[config.mk]
export PLATFORM = sky130hd
export DESIGN_NAME = cpu_opcode_decode_timing
export DESIGN_NICKNAME = d
export VERILOG_FILES = /design/src/pkg/cpu_decode_pkg.sv /design/src/hw/cpu_opcode_decode_timing.sv
export VERILOG_INCLUDE_DIRS = /design/src /design/src/pkg
export SDC_FILE = /design/constraint.sdc
export NUM_CORES = 1
export LEC_CHECK = 0
export ABC_AREA = 1
export BUFFER_PORTS_ARGS = -buffer_cell sky130_fd_sc_hd__buf_2
export CAP_MARGIN = 10
export CORE_MARGIN = 2
export CORE_UTILIZATION = 54
export CTS_BUF_LIST = sky130_fd_sc_hd__clkbuf_4 sky130_fd_sc_hd__clkbuf_8 sky130_fd_sc_hd__clkbuf_16
export DETAILED_ROUTE_END_ITERATION = 8
export MAX_ROUTING_LAYER = met4
export PLACE_DENSITY = 0.9
export SLEW_MARGIN = 20
export SYNTH_ARGS = -nofsm -noshare
export SYNTH_HDL_FRONTEND = slang
export SYNTH_SLANG_ARGS = --single-unit
export TNS_END_PERCENT = 5
[constraint.sdc]
create_clock -name clk_i -period 3.1 [get_ports clk_i]
set_clock_uncertainty 0.1 [all_clocks]
set_input_delay 0.31 -clock clk_i [delete_from_list [all_inputs] [get_ports clk_i]]
set_output_delay 0.31 -clock clk_i [all_outputs]
set_load 0.1 [all_outputs]
[src/pkg/cpu_decode_params.svh]
// Purpose: Constants for the opcode decode and timing block
// Assumes: 8-bit opcodes, cycle counts at the core clock
// Notes: High nibble selects the group or addressing mode
`ifndef CPU_DECODE_PARAMS_SVH
`define CPU_DECODE_PARAMS_SVH

// Opcode high nibble: group or addressing mode
`define HI_BIT_TEST 4'h0
`define HI_BIT_SETCLR 4'h1
`define HI_REL 4'h2
`define HI_INH_ACC 4'h4
`define HI_INH_IDX 4'h5
`define HI_CTRL_LO 4'h8
`define HI_CTRL_HI 4'h9
`define HI_IMM 4'hA
`define HI_DIR 4'hB
`define HI_EXT 4'hC
`define HI_IX16 4'hD
`define HI_IX8 4'hE
`define HI_IX0 4'hF

// Whole opcodes with their own timing or checks
`define OPC_BRANCH_SUB 8'hAD
`define OPC_MULTIPLY 8'h42
`define OPC_RET_INT 8'h80
`define OPC_RET_SUB 8'h81
`define OPC_SOFT_INT 8'h83
`define OPC_BR_HIGHER 8'h22
`define OPC_BR_CARRY_CLR 8'h24
`define OPC_BR_HALF_SET 8'h29
`define OPC_BR_MASK_SET 8'h2D
`define OPC_BR_IRQ_LOW 8'h2E

// Instruction lengths in bytes
`define LEN_1 2'h1
`define LEN_2 2'h2
`define LEN_3 2'h3

// Cycle counts, memory operations by mode
`define CYC_IMM 4'h2
`define CYC_DIR 4'h3
`define CYC_EXT 4'h4
`define CYC_IX0 4'h3
`define CYC_IX8 4'h4
`define CYC_IX16 4'h5
`define CYC_STORE_ADD 4'h1
`define CYC_JUMP_SUB 4'h1
`define CYC_CALL_ADD 4'h2

// Cycle counts, other groups
`define CYC_REL 4'h3
`define CYC_REL_CALL 4'h6
`define CYC_BIT 4'h5
`define CYC_INH 4'h3
`define CYC_CTRL 4'h2
`define CYC_MUL 4'hB
`define CYC_RTI 4'h9
`define CYC_RTS 4'h6
`define CYC_SWI 4'hA
`define CYC_UNSUP 4'h2

// Fetch plus decode cycles, and the wait count offset
`define CYC_FETCH_DECODE 4'h2
`define CYC_TO_EXEC 4'h3

`endif

[src/pkg/cpu_decode_pkg.sv]
// Purpose: Types for the opcode decode and timing block
// Assumes: Memory operations listed in low-nibble order
// Notes: First sixteen operations cast straight from the low nibble
package cpu_decode_pkg;

    typedef enum logic [4:0] {
        op_subtract, op_compare_accumulator, op_subtract_with_borrow,
        op_compare_index, op_and, op_bit_test, op_load_accumulator,
        op_store_accumulator, op_exclusive_or_memory, op_add_with_carry,
        op_or_memory, op_add, op_jump_unconditional, op_jump_subroutine,
        op_load_index_register, op_store_index_register,
        op_branch_relative, op_branch_subroutine, op_test_bit_branch_set,
        op_test_bit_branch_clear, op_set_direct_bit, op_clear_direct_bit,
        op_inherent, op_unsupported
    } op_t;

    typedef enum logic [3:0] {
        mode_inherent, mode_immediate, mode_direct, mode_extended,
        mode_indexed0, mode_indexed8, mode_indexed16, mode_relative,
        mode_bit_setclr, mode_bit_test
    } mode_t;

    typedef enum logic [1:0] {
        st_start, st_fetch, st_decode, st_exec
    } state_t;

endpackage

[src/hw/cpu_opcode_decode_timing.sv]
// Purpose: Fetch opcodes, decode operation, length and cycle count
// Assumes: Fetch data valid the cycle after bus_rd_o
// Notes: Next fetch issued once the instruction's cycles elapse
`timescale 1ns/1ps
`include "cpu_decode_params.svh"

// What this block does
// - Inherent opcodes decode alone, one byte
// - Immediate operand at next address, counter plus two
// - Add with carry opcodes, mode timings
// - Subtract with borrow opcode family
// - Exclusive or opcode family
// - Compare sets flags, accumulator untouched
// - Bit test ands without storing
// - Higher and lower-or-same branches, three cycles
// - Carry clear and carry set branches
// - Half carry clear and set branches
// - Interrupt mask clear and set branches
// - Interrupt line low and high branches
// - Branch to subroutine, six cycles, saves return
// - Bit set test branch, three bytes, five cycles
// - Bit clear test branch, three bytes, five cycles
// - Set or clear direct bit, five cycles
module cpu_opcode_decode_timing #(
    parameter int ADDR_W = 16,
    parameter logic [15:0] RESET_ADDR = 16'h0000
) (
    input logic clk_i,
    input logic rst_i,
    input logic [7:0] bus_data_i,
    input logic carry_i,
    input logic zero_i,
    input logic negative_i,
    input logic half_carry_i,
    input logic int_mask_i,
    input logic irq_line_i,
    output logic [ADDR_W-1:0] bus_addr_o,
    output logic bus_rd_o,
    output logic [ADDR_W-1:0] prog_counter_o,
    output logic instr_valid_o,
    output logic [7:0] opcode_o,
    output cpu_decode_pkg::op_t op_o,
    output cpu_decode_pkg::mode_t mode_o,
    output logic [1:0] len_o,
    output logic [3:0] cycles_o,
    output logic [ADDR_W-1:0] eff_addr_o,
    output logic eff_addr_valid_o,
    output logic branch_taken_o,
    output logic [2:0] bit_num_o,
    output logic [7:0] bit_mask_o,
    output logic writes_acc_o,
    output logic save_return_o,
    output logic unsupported_o
);
    import cpu_decode_pkg::*;

    state_t state_reg;
    state_t state_next;
    logic [ADDR_W-1:0] iptr_reg;
    logic [ADDR_W-1:0] iptr_next;
    logic [ADDR_W-1:0] addr_reg;
    logic [ADDR_W-1:0] addr_next;
    logic [3:0] count_reg;
    logic [3:0] count_next;
    logic rd_reg;
    logic decoding;

    logic [7:0] opc;
    logic [3:0] hi;
    logic [3:0] lo;
    logic is_mem, is_btb, is_bsc, is_rel, is_inh, is_ctl, is_call;
    op_t mem_raw;
    logic no_imm, mem_bad, mem_good;
    mode_t mem_mode;
    logic [3:0] mem_base, mem_cyc, ctl_cyc;
    logic [1:0] mem_len;
    op_t dec_op;
    mode_t dec_mode;
    logic [1:0] dec_len;
    logic [3:0] dec_cyc;
    logic [7:0] cond_vec;
    logic rel_taken, dec_taken, dec_acc, dec_save, short_instr;
    logic [7:0] dec_mask;

    // Opcode fields and group flags
    assign opc = bus_data_i;
    assign hi = opc[7:4];
    assign lo = opc[3:0];
    assign is_mem = (hi >= `HI_IMM);
    assign is_btb = (hi == `HI_BIT_TEST);
    assign is_bsc = (hi == `HI_BIT_SETCLR);
    assign is_rel = (hi == `HI_REL);
    assign is_inh = (hi == `HI_INH_ACC) || (hi == `HI_INH_IDX);
    assign is_ctl = (hi == `HI_CTRL_LO) || (hi == `HI_CTRL_HI);
    assign is_call = (opc == `OPC_BRANCH_SUB);

    // Memory operation from low nibble, mode from high nibble
    assign mem_raw = op_t'({1'b0, lo});
    assign no_imm = (mem_raw == op_store_accumulator) ||
                    (mem_raw == op_store_index_register) ||
                    (mem_raw == op_jump_unconditional) ||
                    (mem_raw == op_jump_subroutine);
    assign mem_bad = is_mem && (hi == `HI_IMM) && no_imm && !is_call;
    assign mem_good = is_mem && !mem_bad && !is_call;
    assign mem_mode = (hi == `HI_IMM) ? mode_immediate :
                      (hi == `HI_DIR) ? mode_direct :
                      (hi == `HI_EXT) ? mode_extended :
                      (hi == `HI_IX16) ? mode_indexed16 :
                      (hi == `HI_IX8) ? mode_indexed8 : mode_indexed0;

    // Base timing and length per addressing mode
    assign mem_base = (mem_mode == mode_immediate) ? `CYC_IMM :
                      (mem_mode == mode_direct) ? `CYC_DIR :
                      (mem_mode == mode_extended) ? `CYC_EXT :
                      (mem_mode == mode_indexed16) ? `CYC_IX16 :
                      (mem_mode == mode_indexed8) ? `CYC_IX8 : `CYC_IX0;
    assign mem_len = (mem_mode == mode_indexed0) ? `LEN_1 :
                     (mem_mode == mode_extended ||
                      mem_mode == mode_indexed16) ? `LEN_3 : `LEN_2;

    // Stores, jumps and subroutine calls adjust the base timing
    assign mem_cyc = (mem_raw == op_store_accumulator ||
                      mem_raw == op_store_index_register) ?
                     mem_base + `CYC_STORE_ADD :
                     (mem_raw == op_jump_unconditional) ?
                     mem_base - `CYC_JUMP_SUB :
                     (mem_raw == op_jump_subroutine) ?
                     mem_base + `CYC_CALL_ADD : mem_base;

    // Control instruction timing
    assign ctl_cyc = (opc == `OPC_RET_INT) ? `CYC_RTI :
                     (opc == `OPC_RET_SUB) ? `CYC_RTS :
                     (opc == `OPC_SOFT_INT) ? `CYC_SWI : `CYC_CTRL;

    // Group selection of operation, mode, length and cycles
    assign dec_op = is_call ? op_branch_subroutine :
                    mem_bad ? op_unsupported :
                    is_mem ? mem_raw :
                    is_btb ? (lo[0] ? op_test_bit_branch_clear :
                              op_test_bit_branch_set) :
                    is_bsc ? (lo[0] ? op_clear_direct_bit :
                              op_set_direct_bit) :
                    is_rel ? op_branch_relative :
                    (is_inh || is_ctl) ? op_inherent : op_unsupported;
    assign dec_mode = (is_call || is_rel) ? mode_relative :
                      mem_good ? mem_mode :
                      is_btb ? mode_bit_test :
                      is_bsc ? mode_bit_setclr : mode_inherent;
    assign dec_len = is_call ? `LEN_2 :
                     mem_good ? mem_len :
                     is_btb ? `LEN_3 :
                     (is_bsc || is_rel) ? `LEN_2 : `LEN_1;
    assign dec_cyc = is_call ? `CYC_REL_CALL :
                     mem_good ? mem_cyc :
                     (is_btb || is_bsc) ? `CYC_BIT :
                     is_rel ? `CYC_REL :
                     is_inh ? ((opc == `OPC_MULTIPLY) ? `CYC_MUL : `CYC_INH) :
                     is_ctl ? ctl_cyc : `CYC_UNSUP;

    // Branch condition, pair chosen by bits 3:1, sense by bit 0
    assign cond_vec = {irq_line_i, int_mask_i, negative_i, half_carry_i,
                       zero_i, carry_i, carry_i | zero_i, 1'b0};
    assign rel_taken = lo[0] ? cond_vec[lo[3:1]] :
                       !cond_vec[lo[3:1]];
    assign dec_taken = is_rel ? rel_taken : is_call;

    // Only result-storing operations write the accumulator
    assign dec_acc = mem_good && (mem_raw == op_subtract ||
                     mem_raw == op_subtract_with_borrow ||
                     mem_raw == op_and || mem_raw == op_load_accumulator ||
                     mem_raw == op_exclusive_or_memory ||
                     mem_raw == op_add_with_carry ||
                     mem_raw == op_or_memory || mem_raw == op_add);
    assign dec_save = is_call ||
                      (mem_good && mem_raw == op_jump_subroutine);

    // Bit mask of the selected bit number
    generate
        for (genvar g = 0; g < 8; g++) begin : g_mask
            assign dec_mask[g] = (lo[3:1] == 3'(g));
        end
    endgenerate

    // Sequencer: fetch, decode, then wait out the instruction cycles
    assign decoding = (state_reg == st_decode);
    assign short_instr = (dec_cyc <= `CYC_FETCH_DECODE);
    assign state_next = (state_reg == st_start) ? st_fetch :
                        (state_reg == st_fetch) ? st_decode :
                        decoding ? (short_instr ? st_fetch : st_exec) :
                        (count_reg == 4'h0) ? st_fetch : st_exec;
    assign count_next = decoding ? dec_cyc - `CYC_TO_EXEC :
                        count_reg - 4'h1;
    assign iptr_next = decoding ? iptr_reg + ADDR_W'(dec_len) : iptr_reg;
    assign addr_next = (state_next == st_fetch) ? iptr_next : addr_reg;

    // Sequencer state and fetch address
    always_ff @(posedge clk_i) begin
        if (rst_i) begin
            state_reg <= st_start;
            iptr_reg <= ADDR_W'(RESET_ADDR);
            addr_reg <= ADDR_W'(RESET_ADDR);
            count_reg <= 4'h0;
            rd_reg <= 1'b0;
        end else begin
            state_reg <= state_next;
            iptr_reg <= iptr_next;
            addr_reg <= addr_next;
            count_reg <= count_next;
            rd_reg <= (state_next == st_fetch);
        end
    end

    // Decoded fields, captured in the decode cycle
    always_ff @(posedge clk_i) begin
        if (rst_i) begin
            instr_valid_o <= 1'b0;
            opcode_o <= 8'h00;
            op_o <= op_unsupported;
            mode_o <= mode_inherent;
            len_o <= `LEN_1;
            cycles_o <= `CYC_UNSUP;
            eff_addr_o <= '0;
            eff_addr_valid_o <= 1'b0;
            branch_taken_o <= 1'b0;
            bit_num_o <= 3'h0;
            bit_mask_o <= 8'h00;
            writes_acc_o <= 1'b0;
            save_return_o <= 1'b0;
            unsupported_o <= 1'b0;
        end else begin
            instr_valid_o <= decoding;
            if (decoding) begin
                opcode_o <= opc;
                op_o <= dec_op;
                mode_o <= dec_mode;
                len_o <= dec_len;
                cycles_o <= dec_cyc;
                eff_addr_o <= iptr_reg + ADDR_W'(1);
                eff_addr_valid_o <= (dec_mode == mode_immediate);
                branch_taken_o <= dec_taken;
                bit_num_o <= lo[3:1];
                bit_mask_o <= dec_mask;
                writes_acc_o <= dec_acc;
                save_return_o <= dec_save;
                unsupported_o <= (dec_op == op_unsupported);
            end
        end
    end

    assign bus_addr_o = addr_reg;
    assign bus_rd_o = rd_reg;
    assign prog_counter_o = iptr_reg;

    // Cycles from one fetch to the next, for the timing checks
    logic [3:0] span_reg;
    logic seen_reg;
    always_ff @(posedge clk_i) begin
        if (rst_i) begin
            span_reg <= 4'h0;
            seen_reg <= 1'b0;
        end else begin
            span_reg <= rd_reg ? 4'h1 : span_reg + 4'h1;
            seen_reg <= seen_reg | instr_valid_o;
        end
    end

    // Inherent instructions are one byte
    property p_inh_len;
        @(posedge clk_i) disable iff (rst_i)
        instr_valid_o && op_o == op_inherent |-> len_o == `LEN_1;
    endproperty
    a_inh_len: assert property (p_inh_len) else $error("inherent length");

    // Immediate operand address and counter advance
    property p_imm;
        @(posedge clk_i) disable iff (rst_i)
        instr_valid_o && mode_o == mode_immediate |->
            eff_addr_valid_o && eff_addr_o == $past(prog_counter_o) + 1 &&
            prog_counter_o == $past(prog_counter_o) + 2;
    endproperty
    a_imm: assert property (p_imm) else $error("immediate address");

    // Fetch spacing matches the decoded cycle count
    property p_span;
        @(posedge clk_i) disable iff (rst_i)
        bus_rd_o && seen_reg |-> span_reg == cycles_o;
    endproperty
    a_span: assert property (p_span) else $error("fetch spacing");

    // Add with carry timing per mode
    property p_adc;
        @(posedge clk_i) disable iff (rst_i)
        instr_valid_o && op_o == op_add_with_carry |->
            (mode_o == mode_immediate && cycles_o == 4'h2) ||
            (mode_o == mode_direct && cycles_o == 4'h3) ||
            (mode_o == mode_extended && cycles_o == 4'h4) ||
            (mode_o == mode_indexed0 && cycles_o == 4'h3) ||
            (mode_o == mode_indexed8 && cycles_o == 4'h4) ||
            (mode_o == mode_indexed16 && cycles_o == 4'h5);
    endproperty
    a_adc: assert property (p_adc) else $error("add carry timing");

    // Subtract with borrow family
    property p_borrow;
        @(posedge clk_i) disable iff (rst_i)
        instr_valid_o && opcode_o[3:0] == 4'h2 && opcode_o[7:4] >= 4'hA |->
            op_o == op_subtract_with_borrow && writes_acc_o;
    endproperty
    a_borrow: assert property (p_borrow) else $error("borrow decode");

    // Exclusive or family
    property p_xor;
        @(posedge clk_i) disable iff (rst_i)
        instr_valid_o && opcode_o[3:0] == 4'h8 && opcode_o[7:4] >= 4'hA |->
            op_o == op_exclusive_or_memory;
    endproperty
    a_xor: assert property (p_xor) else $error("xor decode");

    // Compare and bit test leave the accumulator alone
    property p_no_store;
        @(posedge clk_i) disable iff (rst_i)
        instr_valid_o && (op_o == op_compare_accumulator ||
                          op_o == op_bit_test) |-> !writes_acc_o;
    endproperty
    a_no_store: assert property (p_no_store) else $error("acc written");

    // Higher branch follows carry and zero at decode
    property p_higher;
        @(posedge clk_i) disable iff (rst_i)
        instr_valid_o && opcode_o == `OPC_BR_HIGHER |->
            branch_taken_o == !($past(carry_i) || $past(zero_i)) &&
            len_o == `LEN_2 && cycles_o == `CYC_REL;
    endproperty
    a_higher: assert property (p_higher) else $error("higher branch");

    // Carry clear branch
    property p_carry;
        @(posedge clk_i) disable iff (rst_i)
        instr_valid_o && opcode_o == `OPC_BR_CARRY_CLR |->
            branch_taken_o == !$past(carry_i);
    endproperty
    a_carry: assert property (p_carry) else $error("carry branch");

    // Half carry set and mask set branches
    property p_half_mask;
        @(posedge clk_i) disable iff (rst_i)
        instr_valid_o && (opcode_o == `OPC_BR_HALF_SET ||
                          opcode_o == `OPC_BR_MASK_SET) |->
            branch_taken_o == (opcode_o[2] ? $past(int_mask_i) :
                               $past(half_carry_i));
    endproperty
    a_half_mask: assert property (p_half_mask) else $error("flag branch");

    // Interrupt line low branch samples the pin
    property p_irq;
        @(posedge clk_i) disable iff (rst_i)
        instr_valid_o && opcode_o == `OPC_BR_IRQ_LOW |->
            branch_taken_o == !$past(irq_line_i);
    endproperty
    a_irq: assert property (p_irq) else $error("irq branch");

    // Branch to subroutine saves return, counter at return address
    property p_rel_call;
        @(posedge clk_i) disable iff (rst_i)
        instr_valid_o && opcode_o == `OPC_BRANCH_SUB |->
            save_return_o && cycles_o == `CYC_REL_CALL &&
            prog_counter_o == $past(prog_counter_o) + 2;
    endproperty
    a_rel_call: assert property (p_rel_call) else $error("subroutine branch");

    // Bit test branches, sense from bit 0
    property p_btb;
        @(posedge clk_i) disable iff (rst_i)
        instr_valid_o && opcode_o[7:4] == `HI_BIT_TEST |->
            len_o == `LEN_3 && cycles_o == `CYC_BIT &&
            bit_num_o == opcode_o[3:1] &&
            op_o == (opcode_o[0] ? op_test_bit_branch_clear :
                     op_test_bit_branch_set);
    endproperty
    a_btb: assert property (p_btb) else $error("bit branch");

    // Direct bit set and clear
    property p_bsc;
        @(posedge clk_i) disable iff (rst_i)
        instr_valid_o && opcode_o[7:4] == `HI_BIT_SETCLR |->
            len_o == `LEN_2 && cycles_o == `CYC_BIT &&
            bit_mask_o == (8'h01 << opcode_o[3:1]);
    endproperty
    a_bsc: assert property (p_bsc) else $error("bit set clear");

    // Stores have no immediate form and take a cycle more
    property p_store;
        @(posedge clk_i) disable iff (rst_i)
        instr_valid_o && (op_o == op_store_accumulator ||
                          op_o == op_store_index_register) |->
            mode_o != mode_immediate &&
            (mode_o != mode_direct || cycles_o == 4'h4);
    endproperty
    a_store: assert property (p_store) else $error("store timing");

    // Jumps have no immediate form
    property p_jump;
        @(posedge clk_i) disable iff (rst_i)
        instr_valid_o && (op_o == op_jump_unconditional ||
                          op_o == op_jump_subroutine) |->
            mode_o != mode_immediate;
    endproperty
    a_jump: assert property (p_jump) else $error("jump mode");

    // All relative branches are two bytes, three cycles
    property p_rel;
        @(posedge clk_i) disable iff (rst_i)
        instr_valid_o && op_o == op_branch_relative |->
            len_o == `LEN_2 && cycles_o == `CYC_REL;
    endproperty
    a_rel: assert property (p_rel) else $error("relative timing");

endmodule

Yosys cells after proc, flatten, opt, wreduce, memory -nomap -nowiden
Cells that the tools add are included.
{"block": "word_totals", "input_bits": 16, "regBits": 95, "wordCells": 161}
{"block": "op_classes", "addsub": 7, "n_eq_ne": 45, "n_reduce_logical": 33, "magnitude_cmp": 3, "n_mux": 53, "bitwise_logic": 1}
{"op": "$mux 4", "count": 18}
{"op": "$eq 4x4->1 const B", "count": 14}
{"op": "$mux 3", "count": 11}
{"op": "$eq 8x8->1 const B", "count": 4}
{"op": "$mux 2", "count": 11}
{"op": "$eq 3x3->1 const B", "count": 7}
{"op": "$eq 4x3->1 const B", "count": 5}
{"op": "$logic_or 1x1->1", "count": 18}
{"op": "$add 16x1->16 const B", "count": 1}
{"op": "$add 16x2->16", "count": 1}
{"op": "$mux 16", "count": 1}
{"op": "$mux 5", "count": 3}
{"op": "$eq 3x2->1 const B", "count": 4}
{"op": "$eq 4x1->1 const B", "count": 2}
{"op": "$eq 4x2->1 const B", "count": 2}
{"op": "$eq 8x7->1 const B", "count": 1}
{"op": "$logic_not 4->1", "count": 2}
{"op": "$mux 1", "count": 8}
{"op": "$logic_and 1x1->1", "count": 7}
{"op": "$eq 3x1->1 const B", "count": 2}
{"op": "$eq 5x5->1 const B", "count": 1}
{"op": "$logic_not 5->1", "count": 1}
{"op": "$add 3x1->4 const B", "count": 1}
{"op": "$add 3x2->4 const B", "count": 1}
{"op": "other kinds (13)", "count": 16}

Depth between registers and ports, before layout
{"block": "logic_depth", "ltp_word": 24, "depth_mapped": 25}

Worst setup path before layout
OpenSTA, ideal clock, no wires.
{"block": "synth_timing", "path_kind": "input-to-reg", "start": "in bus_data_i[1]", "end": "reg addr_reg[12], in the netlist bus_addr_o[12]", "stages": 23, "path_buffers": 1, "setup_slack_ns": 0.242, "setup_time_ns": 0.061, "arrival_ns": 2.696, "path_cell_list": "buf_4 > inv_2 > nand2_2 > nor2_4 > nand2_4 > nand3_4 > inv_2 > o21ai_0 > inv_1 > nand2_1 > nand2_1 > inv_1 > ha_1 > fa_1 > nand2_1 > inv_1 > nand2_1 > nor3_1 > nand3_1 > xor2_1 > nor2_1 > nand3_1 > nand2_1"}
{"block": "synth_between", "word_cells_on_any_way": 41}
{"element": "from (decl)", "line": "cpu_opcode_decode_timing.sv:30", "rtl": "input logic [7:0] bus_data_i,"}
{"element": "$eq 4x3->1 or $eq 4x4->1 (tied branches)", "line": "cpu_opcode_decode_timing.sv:99, cpu_opcode_decode_timing.sv:100"}
{"element": "$logic_or 1x1->1", "line": "cpu_opcode_decode_timing.sv:99", "rtl": "assign no_imm = (mem_raw == op_store_accumulator) ||"}
{"element": "$logic_or 1x1->1", "line": "cpu_opcode_decode_timing.sv:100", "rtl": "(mem_raw == op_store_index_register) ||"}
{"element": "$logic_or 1x1->1", "line": "cpu_opcode_decode_timing.sv:101", "rtl": "(mem_raw == op_jump_unconditional) ||"}
{"element": "$logic_and 1x1->1 (2 in series)", "line": "cpu_opcode_decode_timing.sv:103", "rtl": "assign mem_bad = is_mem && (hi == `HI_IMM) && no_imm && !is_call;"}
{"element": "$logic_not 1->1", "line": "cpu_opcode_decode_timing.sv:104", "rtl": "assign mem_good = is_mem && !mem_bad && !is_call;"}
{"element": "$logic_and 1x1->1 (2 in series)", "line": "cpu_opcode_decode_timing.sv:104"}
{"element": "$mux 2 (no line)"}
{"element": "$mux 2 (no line) *"}
{"element": "via dec_len[0]", "line": "cpu_opcode_decode_timing.sv:79", "rtl": "logic [1:0] dec_len;"}
{"element": "$add 16x2->16 *", "line": "cpu_opcode_decode_timing.sv:193", "rtl": "assign iptr_next = decoding ? iptr_reg + ADDR_W'(dec_len) : iptr_reg;"}
{"element": "$mux 16 *", "line": "cpu_opcode_decode_timing.sv:193"}
{"element": "to (signal assigned)", "line": "cpu_opcode_decode_timing.sv:201", "rtl": "addr_reg <= ADDR_W'(RESET_ADDR);"}
{"element": "to (signal assigned)", "line": "cpu_opcode_decode_timing.sv:207", "rtl": "addr_reg <= addr_next;"}
{"element": "to (decl)", "line": "cpu_opcode_decode_timing.sv:61", "rtl": "logic [ADDR_W-1:0] addr_reg;"}
Mark *: on every way through the listed nets, which the timed path passes. The rest lies on a longest branch.
A chain may end at the register's enable or synchronous reset.

Worst setup path in the final report
{"block": "layout_timing", "start": "in bus_data_i[6]", "end": "reg addr_reg[12], in the netlist bus_addr_o[12]"}
{"block": "layout_between", "word_cells_on_any_way": 76}
{"element": "$eq 4x4->1 (no line)"}
{"element": "$mux 1", "line": "cpu_opcode_decode_timing.sv:109", "rtl": "(hi == `HI_IX8) ? mode_indexed8 : mode_indexed0;"}
{"element": "$mux 2", "line": "cpu_opcode_decode_timing.sv:108", "rtl": "(hi == `HI_IX16) ? mode_indexed16 :"}
{"element": "$mux 3", "line": "cpu_opcode_decode_timing.sv:107", "rtl": "(hi == `HI_EXT) ? mode_extended :"}
{"element": "$mux 3", "line": "cpu_opcode_decode_timing.sv:106", "rtl": "(hi == `HI_DIR) ? mode_direct :"}
{"element": "$mux 3", "line": "cpu_opcode_decode_timing.sv:105", "rtl": "assign mem_mode = (hi == `HI_IMM) ? mode_immediate :"}
{"element": "$eq 3x2->1 or $eq 3x3->1 (tied branches)", "line": "cpu_opcode_decode_timing.sv:118, cpu_opcode_decode_timing.sv:119"}
{"element": "$logic_or 1x1->1", "line": "cpu_opcode_decode_timing.sv:118", "rtl": "(mem_mode == mode_extended ||"}
{"element": "$mux 1 (no line)"}
{"element": "$mux 2 (no line) (2 in series)"}
{"element": "$mux 2 (no line) *"}
{"element": "via dec_len[0]", "line": "cpu_opcode_decode_timing.sv:79"}
{"element": "$add 16x2->16 *", "line": "cpu_opcode_decode_timing.sv:193"}
{"element": "$mux 16 *", "line": "cpu_opcode_decode_timing.sv:193"}
Marked as above.

==> run metrics <==
outcome completed; Startpoint Class primary input; R2R cell count 11; Crit path buffers/inverters 6; Detailed Route WL 12000 microns; DR vias 4486; TritonCTS clock tree built; CP Data Arrival Time 2.90 ns; Post-Synth Simple-Gate Area 0.290; Synth-to-Final Area Change 18.4%; final total power around 3000 uW; hold crit path type primary input to register; Min-Delay Startpoint bus_data_i[4]; critical-path cell with the highest stage delay nor2_2; Worst R2R Start prog_counter_o[0]; number of buffers added on ports ~100; H-tree depth 3; period utilization 0.866; Final Wtd Congestion 0.974; final setup violation count 0; Wirelength per Cell 14.3 microns; initial antenna violation count 0; grt ovf 0; Main synth FF type dfxtp_1; ratio of cells with drive above 1 in the final layout 0.240; vias per inst 5.35; Chip Width 95.8 microns; min Tclk post-route roughly 2.7 ns; PD cells around 570 nW/um^2; crit-path cells buf_2, inv_1, nand2_1, nor2_2, nand2_4, nand3_4, inv_2, o21ai_0, inv_1, nand2_1, nand2_1, inv_1, ha_1, fa_1, nand2_1, inv_1, nand2_1, nor3_1, nand3_1, xor2_1, nor2_1, nand3_1, nand2_1; Clock Tree Buf Depth 2; Setup CP Type primary input to register; io pins 105; Worst slew margin 0.516; Setup crit end kind register; Syn Inst Count 628; # diodes 0; main combinational cell family by area after synthesis simple AND/OR/NAND/NOR gates; post-CTS setup buffer count 0; Slew Viols, Final 0; die height 95.8 microns; post-synthesis mux area share 0; critical path's largest stage delay 0.25 ns; fmax 372 MHz; Post-CTS Resized 0; post-route ant nets 0; Avg Inst Size Synth between 7 and 8 sq um; core area 8180 sq um; internal reg-to-reg setup slack 0.98 ns; hpwl dp 8910 microns; clock latency on the worst-skew pair 0.37 ns; Iter 0 DRT Violations 245; MaxCap Viol Count 0; largest net degree at the start of global routing 50; CP top delay family simple AND/OR/NAND/NOR gates; Reg-to-Reg End bus_addr_o[12]; syn nets 655; Mapped Area 4550 sq um; post-synthesis adder-cell area fraction 0.0319; first-pass GRT wire length between 15000 and 20000 microns; WHS Path Cells 3; Synth cell types between 40 and 50; TritonCTS buffer count 9; Seq cells post-synth 92; die area 9180 sq um; RSZ-0062 raised after global routing no; Leakage 0.00272 uW; initial core utilization 0.557; Layout Nets 755; post-synthesis compound-gate area fraction 0.145; sequential cell area fraction in the yosys report 0.405; most frequent CP cell nand2_1; FFs w/ async S/R, synth 0; vias in the first global route 4309; Clk pin slew, worst setup/hold paths ~0.090 ns; hold_buf cts 0; Max IR drop VDD 0.000450 V; actual slew at the worst max-slew pin 0.724 ns; Row Count 33; worst-path fanout max 6; Root Buffer clkbuf_8; synthesis warning total 0; fin util 0.660; GRT Overall Usage 0.279; final hold violation count 0; CP Data Required Time 3.32 ns; CTS sink cnt 92; Setup TNS Final 0 ns; 1st-pass router iterations 5; Post-synth EDFFs 0; Synth Area in XOR/XNOR 0.0346; DR DRC count 0; worst hold endpoint opcode_o[4]
-- tightest hold or removal path: stages --
cell and delay [ns]:
buf_2 0.14, inv_2 0.09, a21oi_1 0.06
-- power by group --
group / internal (uW) / switching [uW] / total [uW]
Clock: 472 / 442 / 914
Combinational: 160 / 719 / 879
Sequential: 1250 / 38.5 / 1290
Total: 1880 / 1200 / 3080
-- metal layers --
| metal | vias up | GRT usage | share of wire |
|---|---|---|---|
| met2 | 152 | 0.435 | 0.46 |
| met5 | - | - | 0 |
| met3 | 29 | 0.0423 | 0.063 |
| met1 | 2064 | 0.363 | 0.45 |
| li1 | 2241 | - | - |
| met4 | 0 | 0.117 | 0.024 |
-- synthesized netlist by cell type, drive strengths merged (2+ instances only) --
| master | n | area [sq um] |
|---|---|---|
| a211oi | 4 | 30.0 |
| a21oi | 46 | 234 |
| a22oi | 4 | 30.0 |
| a31oi | 3 | 18.8 |
| buf | 17 | 103 |
| clkbuf | 11 | 41.3 |
| dfxtp | 92 | 1840 |
| ha | 10 | 125 |
| inv | 76 | 285 |
| nand2 | 116 | 480 |
| nand3 | 57 | 353 |
| nand3b | 2 | 15.0 |
| nand4 | 6 | 37.5 |
| nor2 | 89 | 357 |
| nor3 | 12 | 60.1 |
| o21a | 2 | 15.0 |
| o21ai | 50 | 250 |
| o21bai | 2 | 26.3 |
| o22ai | 2 | 12.5 |
| or2 | 2 | 12.5 |
| xnor2 | 2 | 17.5 |
| xor2 | 16 | 140 |
-- through the flow --
step | worst slack, ns | hold slack, ns | instances | area, sq um
after global placement | 0.151 | 0.336 | 822 | 5170
after CTS | 0.430 | 0.165 | 838 | 5390
after global routing | 0.0281 | 0.180 | 838 | 5390
after floorplan | 0.242 | 0.305 | 628 | 4550
after detailed placement | 0.0590 | 0.342 | 822 | 5170
final | 0.414 | 0.176 | 838 | 5390
-- worst max path at each step --
stage             startpoint              to  slack [ns]  depth (start not counted)
2_1_floorplan  bus_data_i[1]  bus_addr_o[12]        0.24                         23
3_3_place_gp   bus_data_i[6]  bus_addr_o[12]        0.15                         23
3_5_place_dp   bus_data_i[6]  bus_addr_o[12]        0.06                         23
4_1_cts        bus_data_i[6]  bus_addr_o[12]        0.43                         23
5_1_grt        bus_data_i[6]  bus_addr_o[12]        0.03                         23
6_report       bus_data_i[6]  bus_addr_o[12]        0.41                         23
-- layout by cell type (no fill, tap or decap), types with 9 or more instances in the layout --
master | Yosys | routed
buf_2 | 4 | 104
o21ai_0 | 49 | 49
nand2_1 | 106 | 106
buf_4 | 5 | 13
nor3_1 | 12 | 12
inv_2 | 9 | 9
dfxtp_1 | 92 | 92
nand3_2 | 11 | 11
nand3_1 | 45 | 45
inv_1 | 67 | 67
ha_1 | 10 | 10
xor2_1 | 16 | 16
clkbuf_8 | 0 | 9
nor2_1 | 82 | 81
a21oi_1 | 45 | 45
-- cells by family after synthesis --
group           count (synthesis)
flops                          92
simple gates                  285
buf+inv                       104
fa+ha+maj                      11
xor+xnor                       18
compound gates                118
-- cell type report --
cell class	count	area, sq um
clock buffer	10	131
clock inverter	6	95.1
fill	695	2780
inverter	76	285
multi-input combinational	432	2290
sequential	92	1840
tap	105	131
timing repair buffer	117	618
No activity file was read; power rests on OpenSTA's default activity.
